[src/design/spc_map.svh]
`ifndef SPC_MAP_SVH
`define SPC_MAP_SVH

// clock-stop mode codes
`define SPC_STOP_NODLY 2'h2
`define SPC_STOP_DLY   2'h3

// default widths and depths
`define SPC_WORD_W     8
`define SPC_DIV_W      8
`define SPC_FIFO_D     8

// divider value for every slave setup: bit clock at half the cpu clock
`define SPC_SLV_DIV    8'h01

`endif

[src/design/spc_pkg.sv]
package spc_pkg;

    typedef enum logic [1:0] {
        SPC_IDLE,
        SPC_LEAD,
        SPC_XFER,
        SPC_TRAIL
    } spc_state_t;

endpackage

[src/design/spc_stream_if.sv]
`timescale 1ns/1ps
interface spc_stream_if #(
    parameter int W = 8
);
    logic         valid;
    logic         ready;
    logic [W-1:0] data;

    modport src (output valid, output data, input ready);
    modport snk (input valid, input data, output ready);
endinterface

[src/design/spc_fifo.sv]
`timescale 1ns/1ps
module spc_fifo #(
    parameter int W = 8,
    parameter int D = 8
) (
    input  wire logic clk_sys_i,
    input  wire logic rst_n_i,
    spc_stream_if.snk wr_if,
    spc_stream_if.src rd_if
);
    import spc_pkg::*;

    localparam int AW = (D > 1) ? $clog2(D) : 1;

    typedef struct packed {
        logic [AW-1:0] wp;
        logic [AW-1:0] rp;
        logic [AW:0]   cnt;
    } spc_fifo_st_t;

    spc_fifo_st_t q;
    spc_fifo_st_t next_q;
    logic [W-1:0] mem [D];
    logic         push;
    logic         pop;

    assign wr_if.ready = (q.cnt != (AW+1)'(D));
    assign rd_if.valid = (q.cnt != '0);
    assign rd_if.data  = mem[q.rp];
    assign push        = wr_if.valid & wr_if.ready;
    assign pop         = rd_if.valid & rd_if.ready;

    always_comb
    begin
        next_q = q;
        if (push)
        begin
            next_q.wp = (q.wp == AW'(D - 1)) ? '0 : q.wp + 1'b1;
        end
        if (pop)
        begin
            next_q.rp = (q.rp == AW'(D - 1)) ? '0 : q.rp + 1'b1;
        end
        next_q.cnt = q.cnt + (AW+1)'(push) - (AW+1)'(pop);
    end

    always_ff @(posedge clk_sys_i)
    begin
        if (!rst_n_i)
        begin
            q <= '0;
        end
        else
        begin
            q <= next_q;
        end
        if (push)
        begin
            mem[q.wp] <= wr_if.data;
        end
    end
endmodule

[src/design/spc_srg.sv]
`timescale 1ns/1ps
`include "spc_map.svh"
module spc_srg #(
    parameter int DW = `SPC_DIV_W
) (
    input  wire logic          clk_sys_i,
    input  wire logic          rst_n_i,
    input  wire logic          srg_input_select_i,
    input  wire logic          ext_srg_clock_i,
    input  wire logic [DW-1:0] srg_divider_i,
    input  wire logic          run_i,
    input  wire logic          start_lo_i,
    output logic               level_o,
    output logic               rise_o,
    output logic               fall_o
);
    import spc_pkg::*;

    typedef struct packed {
        logic          ext_s1;
        logic          ext_s2;
        logic          ext_s3;
        logic          lvl;
        logic [DW:0]   cnt;
    } spc_srg_st_t;

    spc_srg_st_t q;
    spc_srg_st_t next_q;
    logic        tick;
    logic        odd_or_zero;
    logic [DW:0] hi_len;
    logic [DW:0] lo_len;
    logic [DW:0] len;
    logic        flip;

    // cpu clock or the rising edge of the external clock feeds the divider
    assign tick = srg_input_select_i ? 1'b1 : (q.ext_s2 & ~q.ext_s3);
    assign odd_or_zero = srg_divider_i[0] | (srg_divider_i == '0);

    always_comb
    begin
        hi_len = odd_or_zero ? (DW+1)'((srg_divider_i + 1'b1) >> 1)
                             : (DW+1)'(srg_divider_i >> 1) + 1'b1;
        lo_len = odd_or_zero ? (DW+1)'((srg_divider_i + 1'b1) >> 1)
                             : (DW+1)'(srg_divider_i >> 1);
        // a zero divider cannot give half-periods: clamp to one input period
        if (hi_len == '0)
        begin
            hi_len = (DW+1)'(1);
        end
        if (lo_len == '0)
        begin
            lo_len = (DW+1)'(1);
        end
        len  = q.lvl ? hi_len : lo_len;
        flip = run_i & tick & (q.cnt + 1'b1 >= len);
    end

    always_comb
    begin
        next_q        = q;
        next_q.ext_s1 = ext_srg_clock_i;
        next_q.ext_s2 = q.ext_s1;
        next_q.ext_s3 = q.ext_s2;
        if (!run_i)
        begin
            next_q.lvl = ~start_lo_i;
            next_q.cnt = '0;
        end
        else if (flip)
        begin
            next_q.lvl = ~q.lvl;
            next_q.cnt = '0;
        end
        else if (tick)
        begin
            next_q.cnt = q.cnt + 1'b1;
        end
    end

    always_ff @(posedge clk_sys_i)
    begin
        if (!rst_n_i)
        begin
            q <= '{lvl: 1'b1, default: '0};
        end
        else
        begin
            q <= next_q;
        end
    end

    assign level_o = q.lvl;
    assign rise_o  = flip & ~q.lvl;
    assign fall_o  = flip & q.lvl;

    // helper: input periods counted within the current phase
    logic [DW+1:0] seen;
    always_ff @(posedge clk_sys_i)
    begin
        if (!rst_n_i || !run_i || flip)
        begin
            seen <= '0;
        end
        else if (tick)
        begin
            seen <= seen + 1'b1;
        end
    end
endmodule

[src/design/spc_clkstop_port.sv]
`timescale 1ns/1ps
`include "spc_map.svh"
// Overview of operation
// Slave setups use cpu clock input and divider 1: bit clock is half.
// Divider input select 1 picks cpu clock, 0 the external clock.
// Bit clock period is one plus divider input periods; a zero divider gives two input periods.
// High time: divider/2+1 when even, (divider+1)/2 when odd or zero.
// Low time: divider/2 when even, (divider+1)/2 when odd or zero.
// Frame-sync polarity 1; master drives inverted select, active low.
// Slave inverts active-low select on both frame-sync pins.
// Master: transmit clock and frame sync driven, receive ones inputs.
// Slave: all clock and frame-sync pins are inputs.
// Select goes low before the first rising clock of a transfer.
// Master lead: high time in mode 10b, full period in mode 11b.
// Master tail: full period in mode 10b, high time in mode 11b.
// Mode 10b launches transmit bits on falling clock edges.
// Mode 11b launches transmit bits on rising edges, half cycle early.
// Mode 11b samples receive data on falling clock edges.
// Data pin floats after the rising edge ending the last bit.
// Slave in mode 10b floats data pin when select returns high.
// Slave drives first bit a few cycles after select falls.
// Master bit clock toggles only in transfers, else rests idle.
module spc_clkstop_port #(
    parameter int WORD_W = `SPC_WORD_W,
    parameter int DIV_W  = `SPC_DIV_W,
    parameter int FIFO_D = `SPC_FIFO_D
) (
    input  wire logic              clk_sys_i,
    input  wire logic              rst_n_i,
    input  wire logic              srg_input_select_i,
    input  wire logic              ext_srg_clock_i,
    input  wire logic [DIV_W-1:0]  srg_divider_i,
    input  wire logic [1:0]        clock_stop_select_i,
    input  wire logic              tx_clock_polarity_i,
    input  wire logic              tx_fs_polarity_i,
    input  wire logic              rx_fs_polarity_i,
    input  wire logic              tx_clock_direction_i,
    input  wire logic              rx_clock_direction_i,
    input  wire logic              tx_fs_direction_i,
    input  wire logic              rx_fs_direction_i,
    input  wire logic              tx_valid_i,
    input  wire logic [WORD_W-1:0] tx_data_i,
    output logic                   tx_ready_o,
    output logic                   rx_valid_o,
    output logic [WORD_W-1:0]      rx_data_o,
    output logic                   busy_o,
    input  wire logic              tx_serial_clock_i,
    output logic                   tx_serial_clock_o,
    output logic                   tx_serial_clock_oe_n_o,
    input  wire logic              tx_frame_sync_i,
    output logic                   tx_frame_sync_o,
    output logic                   tx_frame_sync_oe_n_o,
    input  wire logic              rx_frame_sync_i,
    output logic                   tx_data_pin_o,
    output logic                   tx_data_pin_oe_n_o,
    input  wire logic              rx_data_pin_i
);
    import spc_pkg::*;

    localparam int CW = $clog2(WORD_W + 1);
    localparam logic [CW-1:0] NBITS = CW'(WORD_W);

    typedef struct packed {
        spc_state_t        st;
        logic [WORD_W-1:0] tx_sh;
        logic [WORD_W-1:0] rx_sh;
        logic [CW-1:0]     nsamp;
        logic              dx_oe;
        logic              tstep;
        logic              sel;
        logic              clk_s1;
        logic              clk_s2;
        logic              clk_s3;
        logic              fs_s1;
        logic              fs_s2;
        logic              rfs_s1;
        logic              rfs_s2;
        logic              dr_s1;
        logic              dr_s2;
        logic              clk_pin;
        logic              fs_pin;
        logic              dx_pin;
        logic              dx_oe_pin;
        logic              rx_vld;
        logic [WORD_W-1:0] rx_word;
    } spc_top_st_t;

    spc_top_st_t q;
    spc_top_st_t next_q;

    logic master;
    logic dly;
    logic m_lvl;
    logic m_rise;
    logic m_fall;
    logic s_clk;
    logic s_clk_d;
    logic ev_r;
    logic ev_f;
    logic launch;
    logic sample;
    logic s_sel_tx;
    logic s_sel_rx;
    logic pop;
    logic mask;

    spc_stream_if #(.W(WORD_W)) fifo_in ();
    spc_stream_if #(.W(WORD_W)) fifo_out ();

    assign fifo_in.valid = tx_valid_i;
    assign fifo_in.data  = tx_data_i;
    assign tx_ready_o    = fifo_in.ready;
    assign fifo_out.ready = pop;

    spc_fifo #(
        .W (WORD_W),
        .D (FIFO_D)
    ) u_fifo (
        .clk_sys_i (clk_sys_i),
        .rst_n_i   (rst_n_i),
        .wr_if     (fifo_in),
        .rd_if     (fifo_out)
    );

    // the divider only runs while a master transfer is in flight
    spc_srg #(
        .DW (DIV_W)
    ) u_srg (
        .clk_sys_i          (clk_sys_i),
        .rst_n_i            (rst_n_i),
        .srg_input_select_i (srg_input_select_i),
        .ext_srg_clock_i    (ext_srg_clock_i),
        .srg_divider_i      (srg_divider_i),
        .run_i              (master && q.st != SPC_IDLE),
        .start_lo_i         (dly),
        .level_o            (m_lvl),
        .rise_o             (m_rise),
        .fall_o             (m_fall)
    );

    // master needs both transmit clock and frame sync driven
    assign master = tx_clock_direction_i & tx_fs_direction_i;
    assign dly    = (clock_stop_select_i == `SPC_STOP_DLY);

    // clock seen by the slave, folded so that polarity 1 is the reference
    assign s_clk   = tx_clock_polarity_i ? q.clk_s2 : ~q.clk_s2;
    assign s_clk_d = tx_clock_polarity_i ? q.clk_s3 : ~q.clk_s3;

    // active-low select from an external master, inverted for inside use
    assign s_sel_tx = tx_fs_polarity_i ? ~q.fs_s2 : q.fs_s2;
    assign s_sel_rx = rx_fs_polarity_i ? ~q.rfs_s2 : q.rfs_s2;

    // rx pin lags by its sync: master half periods under 4 cycles read stale
    assign ev_r   = master ? m_rise : (s_clk & ~s_clk_d);
    assign ev_f   = master ? m_fall : (~s_clk & s_clk_d);
    assign launch = dly ? ev_r : ev_f;
    assign sample = dly ? ev_f : ev_r;

    // clock pin rests at idle in lead and after the last rising edge
    assign mask = (q.st == SPC_IDLE) || (q.st == SPC_LEAD) ||
                  ((q.st == SPC_TRAIL) && (!dly || q.tstep));

    always_comb
    begin
        next_q        = q;
        pop           = 1'b0;
        next_q.rx_vld = 1'b0;
        next_q.clk_s1 = tx_serial_clock_i;
        next_q.clk_s2 = q.clk_s1;
        next_q.clk_s3 = q.clk_s2;
        next_q.fs_s1  = tx_frame_sync_i;
        next_q.fs_s2  = q.fs_s1;
        next_q.rfs_s1 = rx_frame_sync_i;
        next_q.rfs_s2 = q.rfs_s1;
        next_q.dr_s1  = rx_data_pin_i;
        next_q.dr_s2  = q.dr_s1;

        case (q.st)
            SPC_IDLE:
            begin
                next_q.nsamp = '0;
                next_q.tstep = 1'b0;
                if (master && fifo_out.valid)
                begin
                    pop          = 1'b1;
                    next_q.tx_sh = fifo_out.data;
                    next_q.sel   = 1'b1;
                    next_q.st    = dly ? SPC_LEAD : SPC_XFER;
                end
                else if (!master && s_sel_tx)
                begin
                    // an empty queue sends zeros rather than stalling
                    pop          = fifo_out.valid;
                    next_q.tx_sh = fifo_out.valid ? fifo_out.data : '0;
                    next_q.dx_oe = 1'b1;
                    next_q.sel   = 1'b1;
                    next_q.st    = SPC_XFER;
                end
            end
            SPC_LEAD:
            begin
                // first rising edge is hidden; it launches bit one
                if (m_rise)
                begin
                    next_q.dx_oe = 1'b1;
                    next_q.st    = SPC_XFER;
                end
            end
            SPC_XFER:
            begin
                if (launch)
                begin
                    if (q.nsamp == NBITS)
                    begin
                        next_q.dx_oe = 1'b0;
                    end
                    else
                    begin
                        next_q.dx_oe = 1'b1;
                        if (q.nsamp != '0)
                        begin
                            next_q.tx_sh = q.tx_sh << 1;
                        end
                    end
                end
                if (sample && q.nsamp != NBITS && (master || s_sel_rx))
                begin
                    next_q.rx_sh = {q.rx_sh[WORD_W-2:0], q.dr_s2};
                    next_q.nsamp = q.nsamp + 1'b1;
                    if (q.nsamp + 1'b1 == NBITS)
                    begin
                        next_q.rx_vld  = 1'b1;
                        next_q.rx_word = {q.rx_sh[WORD_W-2:0], q.dr_s2};
                        if (master)
                        begin
                            next_q.st = SPC_TRAIL;
                        end
                    end
                end
                if (!master && !s_sel_tx)
                begin
                    next_q.dx_oe = 1'b0;
                    next_q.sel   = 1'b0;
                    next_q.st    = SPC_IDLE;
                end
            end
            SPC_TRAIL:
            begin
                // first edge floats data, second ends the select tail
                if (ev_r || ev_f)
                begin
                    if (!q.tstep)
                    begin
                        next_q.dx_oe = 1'b0;
                        next_q.tstep = 1'b1;
                    end
                    else
                    begin
                        next_q.sel = 1'b0;
                        next_q.st  = SPC_IDLE;
                    end
                end
            end
            default:
            begin
                next_q.st = SPC_IDLE;
            end
        endcase

        next_q.clk_pin = mask ? tx_clock_polarity_i
                              : (tx_clock_polarity_i ? m_lvl : ~m_lvl);
        next_q.fs_pin    = tx_fs_polarity_i ? ~q.sel : q.sel;
        next_q.dx_pin    = q.tx_sh[WORD_W-1];
        next_q.dx_oe_pin = q.dx_oe;
    end

    always_ff @(posedge clk_sys_i)
    begin
        if (!rst_n_i)
        begin
            q <= '{st: SPC_IDLE, clk_pin: 1'b1, fs_pin: 1'b1,
                   clk_s1: 1'b1, clk_s2: 1'b1, clk_s3: 1'b1,
                   fs_s1: 1'b1, fs_s2: 1'b1, rfs_s1: 1'b1, rfs_s2: 1'b1,
                   default: '0};
        end
        else
        begin
            q <= next_q;
        end
    end

    // receive clock and receive sync are never driven in clock-stop use
    assign tx_serial_clock_o      = q.clk_pin;
    assign tx_serial_clock_oe_n_o = ~master;
    assign tx_frame_sync_o        = q.fs_pin;
    assign tx_frame_sync_oe_n_o   = ~master;
    assign tx_data_pin_o          = q.dx_pin;
    assign tx_data_pin_oe_n_o     = ~q.dx_oe_pin;
    assign rx_valid_o             = q.rx_vld;
    assign rx_data_o              = q.rx_word;
    assign busy_o                 = (q.st != SPC_IDLE);
endmodule

[config.mk]
export PLATFORM = sky130hd
export DESIGN_NAME = spc_clkstop_port
export DESIGN_NICKNAME = d
export VERILOG_FILES = /design/src/design/spc_pkg.sv /design/src/design/spc_stream_if.sv /design/src/design/spc_fifo.sv /design/src/design/spc_srg.sv /design/src/design/spc_clkstop_port.sv
export VERILOG_INCLUDE_DIRS = /design/src /design/src/design
export SDC_FILE = /design/constraint.sdc
export NUM_CORES = 1
export LEC_CHECK = 0
export ABC_CLOCK_PERIOD_IN_PS = 13050
export BUFFER_PORTS_ARGS = -buffer_cell sky130_fd_sc_hd__buf_2
export CORE_MARGIN = 5
export CORE_UTILIZATION = 55
export CTS_BUF_LIST = sky130_fd_sc_hd__clkbuf_4
export DETAILED_ROUTE_END_ITERATION = 7
export GPL_ROUTABILITY_DRIVEN = 0
export PLACE_DENSITY_LB_ADDON = 0.25
export SLEW_MARGIN = 20
export SYNTH_ARGS = -nofsm -noshare
export SYNTH_HDL_FRONTEND = slang
export SYNTH_HIERARCHICAL = 1
export SYNTH_SLANG_ARGS = --single-unit
[constraint.sdc]
create_clock -name clk_sys_i -period 13.05 [get_ports clk_sys_i]
set_input_delay 2.61 -clock clk_sys_i [delete_from_list [all_inputs] [get_ports clk_sys_i]]
set_output_delay 2.61 -clock clk_sys_i [all_outputs]
set_load 0.01 [all_outputs]
-- After elaboration in Yosys (flattened, before gate mapping)
Memories as Yosys holds them, arrays and structs flattened. A register that Yosys moved wholly into a read port is not among the register bits.
Index checks and enable logic that the tools add are counted.
- register bits after elaboration: 69
- latch bits: 0
- memory bits (writable): 64
- bits in read-only memories: 0
- input port bits: 34
- output and inout bits: 17
- word-level logic and storage cells: 190
- memories: 1
- $add $sub $neg: 8
- multiply operators: 0
- div/mod/pow operators: 0
- magnitude comparators: 1
- equal/unequal tests: 27
- shift-type cells: 0
- multiplexer cells: 63
- bitwise operators: 25
- reduce and logical (&&, ||, !) cells: 35
- memory list (name ; depth ; bits a word ; rd ports ; clocked after Yosys merged registers in ; wr ports ; RTL line ; text):
    u_fifo.mem ; 8 ; 8 ; 1 ; 1 ; 1 ; spc_fifo.sv:23 ; logic [W-1:0] mem [D];
- operators by type and width (kind ; number):
    $mux W9 ; 6
    $mux W8 ; 6
    $mux W10 ; 3
    $mux W1 ; 27
    $ne A2 B2 Y1 const B ; 10
    $logic_not A9 Y1 ; 2
    $mux W2 ; 9
    $pmux W8 S2 ; 1
    $mux W3 ; 5
    $not A1 Y1 ; 14
    $ne A3 B3 Y1 const B ; 4
    $and A1 B1 Y1 ; 10
    $reduce_and A5 Y1 ; 2
    $add A8 B1 Y9 const B ; 1
    $add A9 B1 Y9 const B ; 1
    $ge A9 B9 Y1 ; 1
    $add A7 B1 Y8 const B ; 1
    $eq A4 B4 Y1 const B ; 2
    $logic_not A8 Y1 ; 1
    $ne A4 B4 Y1 const B ; 2
    $pmux W2 S4 ; 1
    $pmux W4 S2 ; 1
    $reduce_bool A4 Y1 ; 2
    $logic_and A1 B1 Y1 ; 7
    24 further kinds ; 40

-- Depth between registers and ports, before layout
Gate-level depths: netlist (run 1).
- depth after elaboration: 16
- gate-level depth with buffers: 21
- mapped depth without buffers: 19

-- Hierarchy
Netlist (run 1), hierarchy kept.
- modules (own cells, without submodules) (module ; times used ; cells an instance ; area each (µm²) ; seq. area each (µm²)):
    spc_fifo ; 1 ; 170 ; 3170.5 ; 2182.1
    spc_clkstop_port ; 1 ; 260 ; 2263.4 ; 920.9
    spc_srg ; 1 ; 170 ; 1343.8 ; 260.2

-- Least setup slack after synthesis (run 1)
No wires, ideal clock.
- path type: input port to flip-flop
- start point: in srg_divider_i[0]
- end point: reg q, in the netlist rx_data_o[0]
- setup time: 72 ps
- arrival: 6497 ps
- data required time: 12978 ps
- path slack: 6481 ps
- stages: 20
- buffers on the path: 1
- cell sequence: buf_2 inv_1 ha_1 nor4b_4 a21oi_4 nor2b_2 or3_1 a211o_1 a32oi_1 ha_1 nand2b_1 a21o_1 a21o_1 a211oi_2 nor4b_1 and3b_1 a311oi_1 o21ai_2 nor3_4 mux2i_1
- longest elaborated chain between the ends: 14
- elaborated cells on any way between the ends: 20
- classes of those cells: add/sub: 1; order compare: 1; mux: 8; bitwise: 4; reduce/logical: 6
- RTL lines (item ; RTL line ; text):
    start, declared ; spc_clkstop_port.sv:32 ; input wire logic [DIV_W-1:0] srg_divider_i,
    parallel branches: the longest is 5 deep, another holds $add A8 B1 Y9 ; n/a ;
    $mux W9 (*) ; spc_srg.sv:55 ; len = q.lvl ? hi_len : lo_len;
    $ge A9 B9 Y1 (*) ; spc_srg.sv:56 ; flip = run_i & tick & (q.cnt + 1'b1 >= len);
    $and A1 B1 Y1 (*) ; spc_srg.sv:56 ;
    $and A1 B1 Y1 (*) ; spc_srg.sv:94 ; assign rise_o = flip & ~q.lvl;
    net m_rise ; spc_clkstop_port.sv:94 ; logic m_rise;
    $mux W1 (*) ; spc_clkstop_port.sv:154 ; assign ev_r = master ? m_rise : (s_clk & ~s_clk_d);
    $mux W1 (*) ; spc_clkstop_port.sv:157 ; assign sample = dly ? ev_f : ev_r;
    $logic_and A1 B1 Y1 (*) (2 in series) ; spc_clkstop_port.sv:226 ; if (sample && q.nsamp != NBITS && (master || s_sel_rx))
    $reduce_and A3 Y1 (no source line) (*) ; n/a ;
    end signal, assigned ; spc_clkstop_port.sv:281 ; q <= '{st: SPC_IDLE, clk_pin: 1'b1, fs_pin: 1'b1,
    end signal, assigned ; spc_clkstop_port.sv:288 ; q <= next_q;
    end, declared ; spc_clkstop_port.sv:88 ; spc_top_st_t q;
Mark *: on every way through the listed nets, which the timed path passes.
A chain may end at the register's enable or synchronous reset.

-- Worst setup path in the final report (run 1)
- start point: in srg_divider_i[0]
- end point: reg q, in the netlist rx_data_o[1]
Same word-level chain as after synthesis.

==> flow_summary.toml, run 1 <==
[sta]
finalHoldViolations = 0
holdWs_ps = 425
rsz0062_at_grt = "no"
fin_crit_ps = 6820
slew_viol_final = 0
max_slew_margin_pct = 36.7
setup_violations = 0
clock.fmax_mhz = 147
worst_slew_pin_slew_ps = 946
setup_tns_ps = 0
fin_crit_sh_pct = 52.3
fin_worst_skew_ps = 11.2

[cts]
clock_latency_ps = 500
clkSlewWorstSetupHoldPaths_ps = 100
cts_tree = "yes"
h-tree-depth = 4
clock_sinks = 136
numCtsBuffers = 17
postCtsSetupBuffers = 0
cts_hold_buf = 0
cts_resized = 0
cts_buffer_depth = 2
cts_root_buffer = "clkbuf_4"

[final_layout]
nets = 692
insertedDiodeCount = 0
instances_no_fill = 813
syn2layout_area_growth_pct = 8.21
layout_common_cells = "72 x dfxtp_1, 64 x nand2_1, 64 x edfxtp_1"
drive_gt1_share_pct = 16.3
layout_commonest_cell = "dfxtp_1"
fillers = 960

[placement]
dp_hpwl_mm = 8.71
placedCellCount = 782
numPortBuffers = 48

[yosys]
synth_edf_count = 64
postSynthAreaPerCell_um2 = 11.3
seq_area_frac_synth_pct = 49.6
synthFlopType = "dfxtp_1"
syn_area_mm2 = 0.00678
synth_cells = 600
ys_seq_elements = 136
syn_nets = 659
yosysWarnings = 6
synth.distinct_cells = 72
async_flop_share_pct = 0

[run]
cap_violations = 0

[min_path]
hold_path_startpoint = "next_q[20]$_SDFF_PN1_"
min_path_type = "reg -> reg"

[die]
coreArea_mm2 = 0.0121
die_h_um = 121
num_io_pins = 51
rows = 40
die_area_mm2 = 0.0146
dieWidth_um = 121
initial_core_util_pct = 56.2

[routing]
drc_errors = 0
wire_per_inst_um = 15.6
ant_nets = 0
routed-via-count = 4557
drtPass1Iterations = 7
vias_per_cell = 5.61
drt_wl_total_mm = 12.7
drtIter0Drc = 294

[global_route]
grt_pass1_wl_mm = 21.3
grt_pass1_vias = 4413
grt_start_max_net_pins = 76
antenna_found_initial = 0
grt.total_usage_pct = 18.3
grt-ovfl-total = 0

[setup_path]
r2r_setup_slack_ps = 8840
cp_data_arrival_time_ps = 7250
critPathCaptureType = "flop"
worstPathRequired_ps = 13480
start_kind = "input port"
worstSetupPathType = "in -> reg"
reg2reg_from = "u_srg/level_o$_SDFFE_PN1P_"
startpoint = "srg_divider_i[0]"
critPathMaxFanout = 10

[run_status]
outcome = "finished clean"

[power_and_ir_drop]
total_power_uw = 1010
irDropWorstVdd_uv = 98.9
p_per_area_mw_per_mm2 = 137
leakagePower_uw = 0.00274
-- flip-flops by register name, summed over array words and instances, names as in the netlist, named ones only --
register	cells
u_srg/next_q	2
rx_data_o	8
u_fifo/mem	64
tx_serial_clock_o	1
tx_frame_sync_o	1
next_q	7
rx_valid_o	1
u_srg/q	10
u_srg/level_o	1
u_fifo/q	10
tx_data_pin_o	1
q	27
-- cell usage after synthesis, drive strengths merged, types with 12 or more instances --
master / count / area, um2
dfxtp: 72 / 1440
nand2: 65 / 246
edfxtp: 64 / 1920
nor2: 41 / 154
a21oi: 29 / 160
ha: 24 / 300
mux2i: 24 / 240
buf: 21 / 164
inv: 19 / 71.3
clkbuf: 18 / 67.6
mux4: 16 / 417
xnor2: 15 / 131
xor2: 15 / 131
nand2b: 14 / 87.6
o21ai: 14 / 73.8
and2: 13 / 81.3
a211oi: 12 / 95.1
nand3: 12 / 60.1
-- worst max-delay path, stage by stage --
cell,delay (ps)
buf_2,200
inv_1,100
ha_1,200
nor4b_4,140
a21oi_4,300
nor2b_2,110
or3_1,320
a211o_1,300
a32oi_1,180
ha_1,140
nand2b_1,90
a21o_1,110
a21o_1,130
a211oi_2,100
nor4b_1,610
and3b_1,270
a311oi_1,410
o21ai_2,160
nor3_4,490
mux2i_1,260
-- metal layers --
metal  vias up  share of wire (%)  track usage (%)
li1       2254                  -                -
met4         0               0.98             6.37
met1      2179                 46             23.7
met5         -                  0                0
met2       110                 49             29.5
met3        14                4.6             5.13
-- power breakdown --
part	internal (uW)	switching (uW)
Sequential	482	30.0
Clock	149	135
Combinational	97.0	113
Total	727	279
-- through the flow --
stage                     util (%)  worst slack, ps  area (um2)
after CTS                     60.8             6290        7330
after global routing          60.8             5960        7330
after detailed placement      58.4             5740        7040
after global placement        58.4             5820        7040
final                         60.8             6230        7330
after floorplan                  -             6480        6780
-- area by class of cell --
type	count	area (um2)	area share, %
clock buffer	18	135	1.84
clock inverter	13	160	2.18
inverter	19	71.3	0.972
multi-input combinational	406	3120	42.5
sequential	136	3360	45.9
tap	168	210	2.87
timing repair buffer	53	278	3.79
-- kinds of logic (layout without fill, tap and decap cells) --
logic type | Yosys count | after routing | share of synthesized area (%)
AO/OA/AOI/OAI | 99 | 99 | 10.5
adder cells (fa/ha/maj) | 25 | 25 | 4.73
XOR/XNOR | 30 | 30 | 3.88
buffers and inverters | 58 | 103 | 4.47
AND/OR/NAND/NOR | 203 | 203 | 15.7
flip-flops | 136 | 136 | 49.6
multiplexers | 49 | 49 | 11.2
-- worst paths after layout --
path | end | cells after the start
setup / recovery | rx_data_o[1]$_SDFFE_PN0P_ | 20
hold / removal | next_q[19]$_SDFF_PN1_ | 1
setup reg to reg | rx_data_o[1]$_SDFFE_PN0P_ | 13
hold reg to reg | next_q[19]$_SDFF_PN1_ | 1
Note: power is estimated with default switching activity, not from simulation.
==> inputs of run 2 (changes only) <==
- ABC_CLOCK_PERIOD_IN_PS: 13050 -> 6000
- clock period: 13.05 -> 6 ns (I/O delays scaled with it)
==> flow_summary.toml, run 2 (synthesized netlist as in run 1, its figures left out) <==
[run_status]
outcome = "finished clean"

[min_path]
hold_path_startpoint = "next_q[15]$_SDFF_PN1_"
min_path_type = "reg -> reg"

[setup_path]
cp_num_buf_inv = 3
start_kind = "input port"
cp_data_arrival_time_ps = 5680
reg2reg_from = "u_srg/level_o$_SDFFE_PN1P_"
worstPathRequired_ps = 6450
crit_family = "simple AND/OR/NAND/NOR gates"
worstSetupPathType = "in -> reg"
cp_slowest_stage_delay_ps = 580
critPathCaptureType = "flop"
critPathMaxFanout = 10
critPathSlowestCell = "nor4b_1"
cp_cell_sequence = "buf_2 -> inv_1 -> ha_1 -> nor4b_4 -> a21oi_4 -> nor2b_2 -> or3_1 -> a211o_1 -> a32oi_1 -> ha_1 -> nand2b_1 -> a21o_1 -> a21o_1 -> a211oi_2 -> nor4b_1 -> and3b_1 -> a311oi_1 -> o21ai_2 -> nor3_4 -> buf_4 -> mux2i_1"
startpoint = "srg_divider_i[0]"

[routing]
drc_errors = 0
drt_wl_total_mm = 12.5
drtPass1Iterations = 4
ant_nets = 0
wire_per_inst_um = 15.3
routed-via-count = 4521
drtIter0Drc = 281
vias_per_cell = 5.53

[placement]
numPortBuffers = 48
dp_hpwl_mm = 8.56
placedCellCount = 785
place_area_mm2 = 0.00706

[sta]
rsz0062_at_grt = "no"
worst_slew_pin_slew_ps = 875
clock.fmax_mhz = 191
setup_tns_ps = 0
fin_crit_sh_pct = 87.1
max_slew_margin_pct = 41.4
fin_crit_ps = 5230
fin_worst_skew_ps = 27.9
holdWs_ps = 435
setup_violations = 0
finalHoldViolations = 0
slew_viol_final = 0

[final_layout]
layout_commonest_cell = "dfxtp_1"
layout_common_cells = "72 x dfxtp_1, 64 x nand2_1, 64 x edfxtp_1"
syn2layout_area_growth_pct = 8.21
instances_no_fill = 817
insertedDiodeCount = 0
nets = 695
fillers = 1005
final_area_mm2 = 0.00733
top_regs = "u_fifo/mem x64, q x27"
drive_gt1_share_pct = 17.7
regMostFlops = "u_fifo/mem"
largest_reg_flops = 64

[cts]
cts_buffer_depth = 2
cts_hold_buf = 0
numCtsBuffers = 17
postCtsSetupBuffers = 0
clock_sinks = 136
clock_latency_ps = 540
cts_resized = 0
clkSlewWorstSetupHoldPaths_ps = 110
cts_root_buffer = "clkbuf_4"
h-tree-depth = 4
cts_tree = "yes"

[power_and_ir_drop]
total_power_uw = 2130
irDropWorstVdd_uv = 221
leakagePower_uw = 0.00273
p_per_area_mw_per_mm2 = 291

[global_route]
antenna_found_initial = 0
grt.total_usage_pct = 17.6
grt_pass1_wl_mm = 20.4
grt_pass1_vias = 4287
met2_usage_pct = 29.6
use_met1_pct = 22.0
grt_util_met3_pct = 5.03
busiest_layer = "met2"
grt_start_max_net_pins = 76
grt-ovfl-total = 0

[die]
die_area_mm2 = 0.0146
dieWidth_um = 121
initial_core_util_pct = 56.2
coreArea_mm2 = 0.0121
num_io_pins = 51
rows = 40
die_h_um = 121

[run]
cap_violations = 0
==> run 2: changes by cell type in the layout (fill, tap and decap cells not counted) <==
cell / before / now
clkinv_1: 6 / 0
clkinv_4: 0 / 4
clkinvlp_4: 1 / 5
buf_4: 5 / 8
bufinv_16: 4 / 1
inv_6: 0 / 3
clkbuf_4: 18 / 17
clkinv_2: 2 / 1
inv_8: 0 / 1
==> run 2: final cells by class <==
class                   count  area [um2]  area share, %
clock inverters            15         145           1.98
repair buffers             56         300           4.09
inverters                  19        71.3          0.972
multi-input cells         406        3120           42.5
well taps                 168         210           2.87
flip-flops and latches    136        3360           45.9
clock buffers              17         128           1.74
==> run 2: through the flow <==
step                      utilization [%]  setup WS (ps)
after floorplan                         -            841
after global placement               58.5            380
after detailed placement             58.5            260
after CTS                            60.8            835
after global routing                 60.8            427
final                                60.8            775
==> run 2: worst reg2reg max path, stage by stage (launching register included) <==
cell      delay, ps
dfxtp_1         610
nand3_1         130
a21oi_1         310
nand4_1         150
ha_1            320
nand3_1         100
o21ai_0         250
a211oi_2        120
nor4b_1         580
and3b_1         270
a311oi_1        410
o21ai_2         170
nor3_4          180
buf_4           220
mux2i_1         230
==> run 2: final timing paths <==
path | slack [ps] | end | depth (start not counted)
worst min-delay path | 440 | q[15]$_SDFF_PN1_ | 1
worst min register to register | 440 | q[15]$_SDFF_PN1_ | 1
worst max register to register | 1910 | rx_data_o[2]$_SDFFE_PN0P_ | 14
worst max-delay path | 770 | rx_data_o[2]$_SDFFE_PN0P_ | 21
==> run 2: routing by layer <==
metal	part of all wire (%)	up-vias
li1	-	2267
met1	46	2151
met2	49	92
met3	4.2	11
met4	1.3	0
met5	0	-
==> run 2: power by group <==
part | switching [uW] | internal, uW
clock | 350 | 212
combinational | 246 | 211
sequential | 65.5 | 1050
